## config.mk

```make
export PLATFORM = sky130hd
export DESIGN_NAME = csbp_top
export DESIGN_NICKNAME = d
export VERILOG_FILES = /design/src/logic/csbp_pkg.sv /design/src/logic/csbp_clkgen.sv /design/src/logic/csbp_top.sv
export VERILOG_INCLUDE_DIRS = /design/src /design/src/logic
export SDC_FILE = /design/constraint.sdc
export NUM_CORES = 1
export LEC_CHECK = 0
export BUFFER_PORTS_ARGS = -buffer_cell sky130_fd_sc_hd__clkbuf_2
export CORE_MARGIN = 8
export CORE_UTILIZATION = 56
export CTS_BUF_LIST = sky130_fd_sc_hd__clkbuf_8
export CTS_CLUSTER_DIAMETER = 50
export DETAILED_ROUTE_END_ITERATION = 10
export PLACE_DENSITY_LB_ADDON = 0.15
export SLEW_MARGIN = 20
export SYNTH_ARGS = -nofsm -noshare
export SYNTH_HDL_FRONTEND = slang
export SYNTH_HIERARCHICAL = 1
export SYNTH_SLANG_ARGS = --single-unit
```

## constraint.sdc

```tcl
create_clock -name pclk -period 2.1 [get_ports pclk]
set_clock_uncertainty 0.05 [all_clocks]
set_input_delay 0.42 -clock pclk [delete_from_list [all_inputs] [get_ports pclk]]
set_output_delay 0.42 -clock pclk [all_outputs]
set_load 0.02 [all_outputs]
```

## src/logic/csbp_regs.svh

```systemverilog
`ifndef CSBP_REGS_SVH
`define CSBP_REGS_SVH

// Register indices; byte address is four times the index
`define CSBP_IDX_MODE 6'h26
`define CSBP_IDX_CNTW 6'h27
`define CSBP_IDX_BUF0 6'h28
`define CSBP_IDX_BUF7 6'h2f
`define CSBP_IDX_CFG 6'h30

// Reset values
`define CSBP_MODE_RST 8'h00
`define CSBP_CNTW_RST 5'h00
`define CSBP_CFG_RST 2'h0

// Field positions
`define CSBP_BIT_START 7
`define CSBP_BIT_ABORT 6
`define CSBP_BIT_ACTIVE 7
`define CSBP_BIT_SHIFTING 6
`define CSBP_BIT_DIVOPT 0
`define CSBP_BIT_SLOW 1

// Clock select codes
`define CSBP_SCK_LOWF 3'h0
`define CSBP_SCK_EXT 3'h7

// Half-period masks on the pclk prescaler, fc/2^13 down to fc/2^4
`define CSBP_DIV_M0 12'hfff
`define CSBP_DIV_M1 12'h07f
`define CSBP_DIV_M2 12'h03f
`define CSBP_DIV_M3 12'h01f
`define CSBP_DIV_M4 12'h00f
`define CSBP_DIV_M5 12'h007
// fs/2^5: toggle after 16 low-frequency edges
`define CSBP_FS_HALF 4'hf

// Last bit index of a word, and half periods of one 8-bit data time
`define CSBP_LAST8 3'h7
`define CSBP_LAST4 3'h3
`define CSBP_GAP_UNIT 7'h10

`endif

```

## src/logic/csbp_pkg.sv

```systemverilog
package csbp_pkg;

	typedef enum logic [1:0] {
		CSBP_IDLE  = 2'b00,
		CSBP_SHIFT = 2'b01,
		CSBP_GAP   = 2'b10,
		CSBP_HOLD  = 2'b11
	} csbp_state_type;

	typedef enum logic [2:0] {
		CSBP_TX8  = 3'b000,
		CSBP_TX4  = 3'b010,
		CSBP_TRX8 = 3'b100,
		CSBP_RX8  = 3'b101,
		CSBP_RX4  = 3'b110
	} csbp_mode_type;

endpackage

```

## src/logic/csbp_clkgen.sv

```systemverilog
`timescale 1ns/1ns
`include "csbp_regs.svh"

module csbp_clkgen (
	input  wire logic       pclk,
	input  wire logic       presetn,
	input  wire logic       run,
	input  wire logic [2:0] sel,
	input  wire logic       low_src,
	input  wire logic       fs_rise,
	output logic            half_tick
);

	logic [11:0] pre_q;
	logic [3:0]  fs_cnt_q;
	logic [11:0] mask;
	logic        fc_hit;
	logic        fs_hit;

	function automatic logic [11:0] half_mask(input logic [2:0] s);
		case (s)
			3'h0: half_mask = `CSBP_DIV_M0;
			3'h1: half_mask = `CSBP_DIV_M1;
			3'h2: half_mask = `CSBP_DIV_M2;
			3'h3: half_mask = `CSBP_DIV_M3;
			3'h4: half_mask = `CSBP_DIV_M4;
			3'h5: half_mask = `CSBP_DIV_M5;
			default: half_mask = 12'h000;
		endcase
	endfunction

	// Reserved and external codes give no internal tick [RULE_09]
	assign mask = half_mask(sel);
	assign fc_hit = run && !low_src && (mask != 12'h000)
		&& ((pre_q & mask) == mask);
	// Low-frequency source only on code 000; others stay silent [RULE_10]
	assign fs_hit = run && low_src && (sel == `CSBP_SCK_LOWF)
		&& fs_rise && (fs_cnt_q == `CSBP_FS_HALF);

	// Prescaler held at zero when idle so the first half period is whole
	always_ff @(posedge pclk or negedge presetn)
	begin
		if (!presetn)
		begin
			pre_q     <= 12'h000;
			fs_cnt_q  <= 4'h0;
			half_tick <= 1'b0;
		end
		else
		begin
			pre_q     <= run ? pre_q + 12'h001 : 12'h000;
			fs_cnt_q  <= !run ? 4'h0 : fs_rise ? fs_cnt_q + 4'h1 : fs_cnt_q;
			half_tick <= fc_hit || fs_hit;
		end
	end

endmodule

```

## src/logic/csbp_top.sv

```systemverilog
// Summary of operation
// RULE_01 - Eight-entry buffer serves transmit and receive, up to 64 bits
// RULE_02 - Buffer entries sit at consecutive indices, one byte or nibble each
// RULE_03 - Word-count field sets how many entries one start moves
// RULE_04 - Done pulse raised after the programmed word count has moved
// RULE_05 - Internal clock, 8-bit receive modes: fixed wait after each word
// RULE_06 - Control bit 7 written 1 starts, written 0 requests stop
// RULE_07 - Control bit 6 written 1 aborts; it clears itself afterwards
// RULE_08 - Mode field selects 8/4-bit transmit, receive, transmit-receive
// RULE_09 - Clock field selects fc divided by 2^13..2^4, or external clock
// RULE_10 - Divider option or slow mode: code 000 gives fs/2^5 only
// RULE_11 - Software stops and aborts before changing mode or clock
// RULE_12 - Software writes control registers with whole writes only
// RULE_13 - Separate readable status register reports running state; status here is read at the count/wait index
// RULE_14 - Link uses serial out, serial in and a serial clock line
// RULE_15 - Transmit shifts on clock falling edge, receive samples on rising
// RULE_16 - LSB first; 4-bit mode uses low nibble, receives zero upper nibble
// RULE_17 - Status holds transfer-active and shift-active flags
// RULE_18 - Count codes mean 1 to 8 words; wait codes 1,2,4,8 data times
// RULE_19 - Reset clears control fields and keeps serial clock idle high
// RULE_20 - Stop finishes the current block, then goes idle until next start
`timescale 1ns/1ns
`include "csbp_regs.svh"

module csbp_top (
	input  wire logic        pclk,
	input  wire logic        presetn,
	input  wire logic        psel,
	input  wire logic        penable,
	input  wire logic        pwrite,
	input  wire logic [7:0]  paddr,
	input  wire logic [31:0] pwdata,
	output logic      [31:0] prdata,
	output logic             pready,
	output logic             pslverr,
	output logic             serial_out,
	input  wire logic        serial_in,
	input  wire logic        sck_in,
	output logic             sck_out,
	output logic             sck_oe_n,
	input  wire logic        low_freq_clock,
	output logic             serial_done_interrupt
);

	csbp_pkg::csbp_state_type state_q;

	logic [2:0]  s1_q;
	logic [2:0]  s2_q;
	logic [2:0]  s3_q;
	logic        pready_q;
	logic        pslverr_q;
	logic [31:0] prdata_q;
	logic        start_q;
	logic        abort_q;
	logic [2:0]  mode_q;
	logic [2:0]  sck_sel_q;
	logic [2:0]  count_q;
	logic [1:0]  wait_q;
	logic        div_opt_q;
	logic        slow_q;
	logic [7:0]  dbuf_q [8];
	logic [2:0]  word_q;
	logic [2:0]  bit_q;
	logic [7:0]  sh_q;
	logic [6:0]  gap_q;
	logic        sck_q;
	logic        so_q;
	logic        oe_n_q;
	logic        irq_q;

	logic        si_s;
	logic        ext_fall;
	logic        ext_rise;
	logic        fs_rise;
	logic        acc_wait;
	logic        acc_done;
	logic [5:0]  idx;
	logic [2:0]  buf_sel;
	logic        hit_mode;
	logic        hit_cntw;
	logic        hit_buf;
	logic        hit_cfg;
	logic        mapped;
	logic        wr_mode;
	logic        wr_cntw;
	logic        wr_buf;
	logic        wr_cfg;
	logic [7:0]  status;
	logic [31:0] rdata_w;
	logic        internal;
	logic        half_tick;
	logic        fall_ev;
	logic        rise_ev;
	logic        four_bit;
	logic        is_rx;
	logic [2:0]  last_bit;
	logic        word_end;
	logic        block_end;
	logic        store_en;
	logic [7:0]  next_sh;
	logic [7:0]  rx_word;
	logic        wait_on;
	logic [6:0]  gap_load;
	logic        resume;
	logic        go;

	function automatic logic mode_ok(input logic [2:0] m);
		mode_ok = (m == csbp_pkg::CSBP_TX8) || (m == csbp_pkg::CSBP_TX4)
			|| (m == csbp_pkg::CSBP_TRX8) || (m == csbp_pkg::CSBP_RX8)
			|| (m == csbp_pkg::CSBP_RX4);
	endfunction

	function automatic logic mode_rx(input logic [2:0] m);
		mode_rx = (m == csbp_pkg::CSBP_TRX8) || (m == csbp_pkg::CSBP_RX8)
			|| (m == csbp_pkg::CSBP_RX4);
	endfunction

	function automatic logic [6:0] gap_len(input logic [1:0] w);
		case (w)
			2'h0: gap_len = 7'h00;
			2'h1: gap_len = `CSBP_GAP_UNIT;
			2'h2: gap_len = 7'(3 * `CSBP_GAP_UNIT);
			default: gap_len = 7'(7 * `CSBP_GAP_UNIT);
		endcase
	endfunction

	// Pins pass three flops; edges are taken from the second and third only
	// Clock bit resets high, its idle level, so no false edge follows reset
	always_ff @(posedge pclk or negedge presetn)
	begin
		if (!presetn)
		begin
			s1_q <= 3'h2;
			s2_q <= 3'h2;
			s3_q <= 3'h2;
		end
		else
		begin
			s1_q <= {serial_in, sck_in, low_freq_clock};
			s2_q <= s1_q;
			s3_q <= s2_q;
		end
	end

	assign si_s     = s2_q[2];
	assign ext_fall = s3_q[1] && !s2_q[1];
	assign ext_rise = !s3_q[1] && s2_q[1];
	assign fs_rise  = !s3_q[0] && s2_q[0];

	// APB: one wait state, so every output comes from a flop
	assign acc_wait = psel && penable && !pready_q;
	assign acc_done = psel && penable && pready_q;
	assign idx      = paddr[7:2];
	assign buf_sel  = idx[2:0];
	assign hit_mode = idx == `CSBP_IDX_MODE;
	assign hit_cntw = idx == `CSBP_IDX_CNTW;
	// Entries at consecutive indices, lowest first [RULE_02]
	assign hit_buf  = (idx >= `CSBP_IDX_BUF0) && (idx <= `CSBP_IDX_BUF7);
	assign hit_cfg  = idx == `CSBP_IDX_CFG;
	assign mapped   = hit_mode || hit_cntw || hit_buf || hit_cfg;
	// Whole-word writes only; mode and count/wait do not read back to modify [RULE_12]
	assign wr_mode  = acc_done && pwrite && hit_mode;
	assign wr_cntw  = acc_done && pwrite && hit_cntw;
	assign wr_buf   = acc_done && pwrite && hit_buf;
	assign wr_cfg   = acc_done && pwrite && hit_cfg;

	// Status shares the count/wait index but is read-only [RULE_13] [RULE_17]
	assign status = {state_q != csbp_pkg::CSBP_IDLE,
		state_q == csbp_pkg::CSBP_SHIFT, 6'h00};
	assign rdata_w = hit_cntw ? {24'h000000, status}
		: hit_buf ? {24'h000000, dbuf_q[buf_sel]}
		: hit_cfg ? {30'h00000000, slow_q, div_opt_q}
		: 32'h00000000;

	always_ff @(posedge pclk or negedge presetn)
	begin
		if (!presetn)
		begin
			pready_q  <= 1'b0;
			pslverr_q <= 1'b0;
			prdata_q  <= 32'h00000000;
		end
		else
		begin
			pready_q  <= acc_wait;
			pslverr_q <= acc_wait && !mapped;
			prdata_q  <= acc_wait ? rdata_w : prdata_q;
		end
	end

	// Mode and clock are taken as written; software stops first [RULE_11]
	always_ff @(posedge pclk or negedge presetn)
	begin
		if (!presetn)
		begin
			{start_q, abort_q, mode_q, sck_sel_q} <= `CSBP_MODE_RST; // [RULE_19]
			{wait_q, count_q} <= `CSBP_CNTW_RST;
			{slow_q, div_opt_q} <= `CSBP_CFG_RST;
		end
		else
		begin
			if (wr_mode)
			begin
				start_q   <= pwdata[`CSBP_BIT_START]; // [RULE_06]
				abort_q   <= pwdata[`CSBP_BIT_ABORT];
				mode_q    <= pwdata[5:3];
				sck_sel_q <= pwdata[2:0];
			end
			else if (abort_q)
				abort_q <= 1'b0; // [RULE_07]
			if (wr_cntw)
				{wait_q, count_q} <= pwdata[4:0]; // [RULE_18]
			if (wr_cfg)
			begin
				div_opt_q <= pwdata[`CSBP_BIT_DIVOPT];
				slow_q    <= pwdata[`CSBP_BIT_SLOW];
			end
		end
	end

	// Engine store beats a bus write to the same entry [RULE_01]
	for (genvar gi = 0; gi < 8; gi++)
	begin : g_buf
		logic eng_we;
		logic bus_we;
		assign eng_we = store_en && (word_q == 3'(gi));
		assign bus_we = wr_buf && (buf_sel == 3'(gi));
		always_ff @(posedge pclk or negedge presetn)
		begin
			if (!presetn)
				dbuf_q[gi] <= 8'h00;
			else if (eng_we)
				dbuf_q[gi] <= rx_word;
			else if (bus_we)
				dbuf_q[gi] <= pwdata[7:0];
		end
	end

	assign internal = sck_sel_q != `CSBP_SCK_EXT;

	csbp_clkgen u_clkgen (
		.pclk      (pclk),
		.presetn   (presetn),
		.run       (state_q != csbp_pkg::CSBP_IDLE),
		.sel       (sck_sel_q),
		.low_src   (div_opt_q || slow_q),
		.fs_rise   (fs_rise),
		.half_tick (half_tick)
	);

	// Falling edge drives data, rising edge samples [RULE_15]
	assign fall_ev  = internal ? (half_tick && sck_q) : ext_fall;
	assign rise_ev  = internal ? (half_tick && !sck_q) : ext_rise;
	assign four_bit = (mode_q == csbp_pkg::CSBP_TX4)
		|| (mode_q == csbp_pkg::CSBP_RX4); // [RULE_08]
	assign is_rx    = mode_rx(mode_q);
	assign last_bit = four_bit ? `CSBP_LAST4 : `CSBP_LAST8;
	assign word_end = (state_q == csbp_pkg::CSBP_SHIFT) && rise_ev
		&& (bit_q == last_bit);
	assign block_end = word_end && (word_q == count_q); // [RULE_03]
	assign store_en = word_end && is_rx;
	// LSB first; a nibble lands in the top half and is moved down [RULE_16]
	assign next_sh  = {si_s, sh_q[7:1]};
	assign rx_word  = four_bit ? {4'h0, next_sh[7:4]} : next_sh;
	// Wait only with internal clock in the 8-bit receive modes [RULE_05]
	assign wait_on  = internal && (wait_q != 2'h0)
		&& ((mode_q == csbp_pkg::CSBP_TRX8)
		|| (mode_q == csbp_pkg::CSBP_RX8));
	assign gap_load = gap_len(wait_q); // [RULE_18]
	// A full block with start still set pauses until software touches the last entry used or clears start
	assign resume   = acc_done && hit_buf && (buf_sel == count_q);
	// Reserved modes never start, which keeps the shifter quiet
	assign go = (state_q == csbp_pkg::CSBP_IDLE) && start_q && !abort_q
		&& mode_ok(mode_q);

	always_ff @(posedge pclk or negedge presetn)
	begin
		if (!presetn)
		begin
			state_q <= csbp_pkg::CSBP_IDLE;
			word_q  <= 3'h0;
			bit_q   <= 3'h0;
			sh_q    <= 8'h00;
			gap_q   <= 7'h00;
			sck_q   <= 1'b1; // [RULE_19]
			so_q    <= 1'b0;
			irq_q   <= 1'b0;
			oe_n_q  <= 1'b1;
		end
		else
		begin
			irq_q  <= block_end && !abort_q; // [RULE_04]
			oe_n_q <= !internal; // [RULE_14]
			if (abort_q)
			begin
				state_q <= csbp_pkg::CSBP_IDLE; // [RULE_07]
				sck_q   <= 1'b1;
			end
			else
			begin
				unique case (state_q)
					csbp_pkg::CSBP_IDLE:
						if (go)
						begin
							state_q <= csbp_pkg::CSBP_SHIFT; // [RULE_06]
							word_q  <= 3'h0;
							bit_q   <= 3'h0;
							sh_q    <= dbuf_q[0];
						end
					csbp_pkg::CSBP_SHIFT:
					begin
						if (fall_ev)
						begin
							so_q  <= sh_q[0]; // [RULE_15]
							sck_q <= internal ? 1'b0 : sck_q;
						end
						if (rise_ev)
						begin
							sh_q  <= next_sh;
							sck_q <= 1'b1;
							bit_q <= bit_q + 3'h1;
						end
						if (word_end)
						begin
							bit_q <= 3'h0;
							if (block_end)
								state_q <= start_q ? csbp_pkg::CSBP_HOLD
									: csbp_pkg::CSBP_IDLE; // [RULE_20]
							else
							begin
								word_q <= word_q + 3'h1;
								sh_q   <= dbuf_q[word_q + 3'h1];
								if (wait_on)
								begin
									state_q <= csbp_pkg::CSBP_GAP; // [RULE_05]
									gap_q   <= gap_load;
								end
							end
						end
					end
					csbp_pkg::CSBP_GAP:
						if (half_tick)
						begin
							gap_q <= gap_q - 7'h01;
							if (gap_q == 7'h01)
								state_q <= csbp_pkg::CSBP_SHIFT;
						end
					csbp_pkg::CSBP_HOLD:
						if (!start_q || resume)
							state_q <= csbp_pkg::CSBP_IDLE; // [RULE_20]
				endcase
			end
		end
	end

	assign prdata     = prdata_q;
	assign pready     = pready_q;
	assign pslverr    = pslverr_q;
	assign serial_out = so_q;
	assign sck_out    = sck_q;
	assign sck_oe_n   = oe_n_q;
	assign serial_done_interrupt = irq_q;

	property p_abort_done;
		@(posedge pclk) disable iff (!presetn)
		abort_q && !wr_mode |=> !abort_q && state_q == csbp_pkg::CSBP_IDLE;
	endproperty
	a_abort_done: assert property (p_abort_done) // [RULE_07]
		else $error("abort bit did not clear");

	property p_start;
		@(posedge pclk) disable iff (!presetn)
		go |=> state_q == csbp_pkg::CSBP_SHIFT && word_q == 3'h0;
	endproperty
	a_start: assert property (p_start) // [RULE_06]
		else $error("start did not begin a block");

	property p_irq_cause;
		@(posedge pclk) disable iff (!presetn)
		irq_q |-> $past(state_q) == csbp_pkg::CSBP_SHIFT
			&& $past(word_q) == $past(count_q);
	endproperty
	a_irq_cause: assert property (p_irq_cause) // [RULE_04]
		else $error("done pulse without full block");

	property p_count_bound;
		@(posedge pclk) disable iff (!presetn)
		state_q != csbp_pkg::CSBP_IDLE |-> word_q <= count_q;
	endproperty
	a_count_bound: assert property (p_count_bound) // [RULE_03]
		else $error("entry beyond word count used");

	property p_nibble_zero;
		@(posedge pclk) disable iff (!presetn)
		store_en && four_bit |=> dbuf_q[$past(word_q)][7:4] == 4'h0;
	endproperty
	a_nibble_zero: assert property (p_nibble_zero) // [RULE_16]
		else $error("upper nibble not cleared");

	property p_sck_idle;
		@(posedge pclk) disable iff (!presetn)
		state_q != csbp_pkg::CSBP_SHIFT |-> sck_q;
	endproperty
	a_sck_idle: assert property (p_sck_idle) // [RULE_19]
		else $error("serial clock low outside shifting");

	property p_so_edge;
		@(posedge pclk) disable iff (!presetn)
		$changed(so_q) |-> $past(fall_ev);
	endproperty
	a_so_edge: assert property (p_so_edge) // [RULE_15]
		else $error("data out changed off the falling edge");

	property p_gap_len;
		@(posedge pclk) disable iff (!presetn)
		$rose(state_q == csbp_pkg::CSBP_GAP) |->
			gap_q == 7'(((1 << wait_q) - 1) * `CSBP_GAP_UNIT) && wait_on;
	endproperty
	a_gap_len: assert property (p_gap_len) // [RULE_05]
		else $error("wrong wait length");

	property p_stop;
		@(posedge pclk) disable iff (!presetn)
		block_end && !start_q && !abort_q |=>
			state_q == csbp_pkg::CSBP_IDLE ##1 state_q == csbp_pkg::CSBP_IDLE;
	endproperty
	a_stop: assert property (p_stop) // [RULE_20]
		else $error("stopped block did not go idle");

endmodule
```

---- Yosys cells after proc, flatten, opt, wreduce, memory -nomap -nowiden ----
Cells that the tools add are included.
storage, ports and cells
  register bits ........................... 165
  bits of input ports ..................... 48
  output and inout bits ................... 38
operators by class
  $add $sub $neg .......................... 5
  magnitude comparators ................... 4
  equal/unequal tests ..................... 51
  mux-type cells .......................... 67
  bitwise gates (word level) .............. 4
  reductions and logical operators ........ 102
operators with widths
  operator                 number
  $mux W8                  27
  $pmux W12 S6             1
  $logic_and A1 B1 Y1      50
  $bmux W8 S3              2
  $eq A3 B3 Y1 const B     13
  $mux W7                  4
  $reduce_bool A2 Y1       13
  $eq A3 B2 Y1 const B     7
  $pmux W7 S3              1
  $mux W2                  10
  $eq A6 B6 Y1 const B     3
  $mux W3                  6
  $pmux W8 S2              1
  $pmux W7 S2              1
  $logic_or A1 B1 Y1       13
  $add A12 B1 Y12 const B  1
  $and A12 B12 Y12         1
  $eq A12 B12 Y1           1
  $logic_not A3 Y1         4
  $mux W12                 1
  $ne A3 B3 Y1 const B     4
  $pmux W3 S2              2
  $reduce_and A6 Y1        2
  $reduce_bool A12 Y1      1
  28 further kinds         64

---- Logic depth before layout (Yosys ltp) ----
  depth in word-level cells ............... 10
  mapped depth ............................ 9
  depth with buffers taken out ............ 7

---- Cells and area by module ----
Netlist, hierarchy kept.
by module, submodules not included
  module       instances  cells each  area an instance (um2)  sequential area each (um2)
  csbp_top     1          623         7494.7                  3109.2
  csbp_clkgen  1          82          885.8                   425.4

---- Worst setup path after synthesis ----
Ideal clock, no wire load.
  path type ............................... reg2reg
  start point ............................. reg word_q[0]
  end point ............................... reg sh_q[7]
  data arrival time ....................... 2.133 ns
  required time ........................... 1.909 ns
  slack ................................... -0.224 ns
  stages on the path, launching flop included .. 8
  buffers on the path ..................... 2
  period minus slack after synthesis ...... 2.324 ns
  cells stage by stage .................... dfrtp_1 -> inv_2 -> ha_1 -> buf_2 -> buf_2 -> mux4_2 -> mux2i_1 -> o221ai_1
between the ends
  word-level cells in the longest chain between the ends .. 8
  elaborated cells between the ends (all ways) .. 10
RTL lines
  element                                      RTL line         source
  start, declared                              csbp_top.sv:62   logic [2:0] word_q;
  start signal, assigned                       csbp_top.sv:331  word_q <= word_q + 3'h1;
  $add A3 B1 Y3                                csbp_top.sv:332  sh_q <= dbuf_q[word_q + 3'h1];
  $not A3 Y4 (implied by the code)             csbp_top.sv:332
  $bmux W8 S3                                  csbp_top.sv:332
  $mux W8 (implied by the code) (2 in series)  csbp_top.sv:332
  $mux W8 *                                    csbp_top.sv:326  if (block_end)
  $mux W8 *                                    csbp_top.sv:323  if (word_end)
  $pmux W8 S2 *                                csbp_top.sv:301  unique case (state_q)
  end signal, assigned                         csbp_top.sv:308  sh_q <= dbuf_q[0];
  end signal, assigned                         csbp_top.sv:319  sh_q <= next_sh;
  end signal, assigned                         csbp_top.sv:332
  end, declared                                csbp_top.sv:64   logic [7:0] sh_q;
Every way passes the cells marked *; elsewhere a longest branch is shown, timed or not. The select of a mux whose other input is x is not followed.
A chain may end at the register's enable or synchronous reset.

---- Worst setup path after layout ----
  start point ............................. reg word_q[1]
  end point ............................... reg sh_q[0]
Same word-level chain as after synthesis.

==> results.cfg <==
[critical_path]
start_kind = flop
critPathBufInv = 2
cp.depth = 6
worst-path-max-fanout = 8
cp.required_ns = 2.37
criticalPathCategory = reg2reg
critPathArrivalTime_ns = 2.33
r2r-start = word_q[1]
crit_family = multiplexers
cp_cell_sequence = inv_1, ha_4, buf_12, mux4_2, mux2i_1, o221ai_1
cp-end-kind = flop
worstRegToRegCells = 6
cp-startpoint = word_q[1]
slowest_stage = mux4_2
cpPeakStageDelay_ns = 0.53

[clock_network]
cts_tree = built
clock-sinks = 141
cts-root-buf = clkbuf_8
cts_buffer_depth = 2
htreeDepth = 4
cts.clk_slew.worst_paths_ns = 0.08
clock_latency_ns = 0.46
numCtsBuffers = 17

[yosys]
synthMuxAreaShare = 0.290
synthXorXnorAreaFrac = 0.0167
ys_top_cells_by_area = dfrtp_1, mux2i_1, mux4_2
synth_compound_area_frac = 0.0814
synth-simple-area-share = 0.121
yosysTopAreaCell = dfrtp_1
yosys_warnings = 6
yosys.area_share.adder = 0.0224
synth_top_area_frac = 0.406
synth_top_family_by_area = multiplexers
ys_seq_elements = 141
syn_area_um2 = 8380
synth-async-reset-ratio = 1.00
yosysSeqAreaShare = 0.422
synth_cells = 705
synth_edf_count = 0
ys_types = 77
ys.flop_type = dfrtp_1
syn_area_per_cell_um2 = 11.9

[cells_and_area]
nets = 871
drive_gt1_frac = 0.305
design_area_um2 = 9890
syn2layout_area_growth_pct = 18.0
fin_cells = 1005
n_fill_cell = 1061
antenna_cells = 0

[power]
power.density_nw_per_um2 = 863
internal_power_w = 0.00554
power_frac_comb = 0.369
leakagePower_nw = 4.72
swShare = 0.351
switchingPower_w = 0.00300
power_frac_seq = 0.377
pwr-share-clk = 0.254
ir_drop_uv = 714

[routing]
vias_per_cell = 6.24
dr.pass1.iters = 5
drt_wl_total_um = 22600
vias = 6271
ant_nets = 0
drt_iter0_markers = 371
wire_per_inst_um = 22.5
drc = 0

[global_routing]
overflow = 0
grtUsageMet1 = 0.289
grt_start_max_net_pins = 50
antenna_found_initial = 0
grt.busiest_layer = met2
grt_pass1_wl_um = 35500
grt_util_all_layers = 0.234
met2_usage = 0.391
use_met3 = 0.0555
grt_pass1_vias = 6381

[place]
dpl_cell_area_um2 = 9230
dp_cells = 959
hpwl_um = 15700
gp_congestion = 0.852
io_buffer_count = 35

[timing]
tns_ns = 0
post-route-period-util = 0.980
hold_violations = 0
fmax_mhz = 486
finalSetupViolCount = 0
slew_headroom = 0.616
period_minus_slack_ns = 2.06
worstMarginPinSlew_ns = 0.576
slew_viol_final = 0

[min_path]
hold_depth = 2
hold_start = paddr[7]
min_path_type = in2reg

[floorplanning]
initial_utilization = 0.574
die_area_um2 = 19100
num_io_pins = 86
die_width_um = 138
core_um2 = 14600
rows = 44
die_h_um = 138

[run_status]
outcome = finished, final reports clean

[flow_run]
maxCapViolations = 0
[through the flow]
step                      power, W  hold slack [ns]  setup WS [ns]  utilization
after global routing       0.00893            0.154        -0.0179        0.678
after floorplan            0.00495           0.0744         0.0471            -
final                      0.00854            0.178         0.0420        0.678
after global placement     0.00583            0.294         0.0464        0.633
after detailed placement   0.00593            0.293        -0.0864        0.633
after CTS                  0.00816            0.147       -0.00192        0.664
[area by class of cell]
class                           count  area, um^2  share of cell area
Tap cell                          184         230              0.0233
Clock buffer                       19         262              0.0264
Inverter                           16        62.6             0.00632
Timing Repair Buffer              118        1010               0.102
Multi-Input combinational cell    514        4670               0.472
Sequential cell                   141        3540               0.357
Clock inverter                     13         125              0.0126
[power by group through the flow]
stage	sequential [W]	combinational (W)	clock, W
2_1_floorplan	0.00320	0.00176	0
3_3_place_gp	0.00324	0.00259	0
3_5_place_dp	0.00325	0.00268	0
4_1_cts	0.00320	0.00275	0.00222
5_1_grt	0.00323	0.00338	0.00232
6_report	0.00322	0.00315	0.00217
[state kept, by name (all words and copies together) (netlist names), 2 cells and up]
name               cells
bit_q                  3
count_q                3
dbuf_q                64
gap_q                  7
mode_q                 3
prdata                 8
s1_q                   3
s2_q                   3
s3_q                   2
sck_sel_q              3
sh_q                   8
state_q                2
u_clkgen/fs_cnt_q      4
u_clkgen/pre_q        12
wait_q                 2
word_q                 3
[cells in the mapped netlist, types with 9 or more instances]
cell type    n
and2_1      14
mux2_2      16
mux4_2      32
o221ai_1    12
ha_1        15
nor2b_1     13
a31oi_1      9
dfrtp_1    136
nand2_1     40
nand2b_1    13
buf_2       10
buf_4       27
xor2_1      10
o21ai_0     20
nand3_1      9
a21oi_1     13
inv_1       13
nor2_1      13
a22oi_1     11
clkbuf_1    13
mux2i_1    149
nor3_1      10
[per-layer routing]
layer	wire, um	part of all wire
met4	543	0.024
met2	11400	0.50
met5	0	0
met1	9290	0.41
met3	1420	0.063
[layout by cell type (no fill, tap or decap), types with 4 or more instances in the layout]
| cell type | count |
|---|---|
| a21oi_1 | 13 |
| or2_2 | 4 |
| mux4_2 | 32 |
| o21ai_0 | 18 |
| xor2_1 | 10 |
| nand3_1 | 8 |
| conb_1 | 24 |
| buf_12 | 12 |
| and2_1 | 13 |
| dfrtp_1 | 135 |
| mux2_2 | 16 |
| a22oi_1 | 10 |
| xnor2_1 | 6 |
| dfstp_2 | 5 |
| nor3_2 | 4 |
| a31oi_1 | 9 |
| buf_4 | 62 |
| clkbuf_2 | 34 |
| clkbuf_8 | 19 |
| nor3_1 | 9 |
| buf_6 | 4 |
| or3_1 | 4 |
| ha_1 | 10 |
| nand2_1 | 39 |
| inv_1 | 15 |
| nor2b_1 | 12 |
| nand3_2 | 4 |
| o221ai_1 | 12 |
| nor2_1 | 13 |
| dlygate4sd3_1 | 4 |
| nand3b_1 | 4 |
| nand2b_1 | 12 |
| o31ai_1 | 4 |
| mux2i_1 | 148 |
| clkinv_2 | 5 |
[path summary, 6_finish.rpt]
kind | endpoint | slack (ns)
setup / recovery | sh_q[0] | 0.04
hold / removal | pslverr | 0.18
setup reg to reg | sh_q[0] | 0.04
hold reg to reg | s2_q[2] | 0.31
max in group asynchronous | s2_q[1] | 0.90
min in group asynchronous | gap_q[2] | 0.44
[cell families (layout without fill, tap and decap cells)]
logic type | count (synthesis) | in the layout
buffers and inverters | 73 | 166
other | 1 | 24
AND/OR/NAND/NOR | 163 | 163
multiplexers | 199 | 199
adder cells (fa/ha/maj) | 15 | 15
AO/OA/AOI/OAI | 97 | 97
XOR/XNOR | 16 | 16
flip-flops | 141 | 141
[what timing repair did]
item | 4_1_cts | 5_1_grt
endpoints found under the setup margin | 12 | 37
hold buffers | 4 | 0
hold endpoints to repair | 49 | 0
cloned | 0 | 2
pin swaps | 1 | 2
setup buffers | 1 | 7
gates resized for setup | 6 | 23
Note: power is estimated with default switching activity, not from simulation.
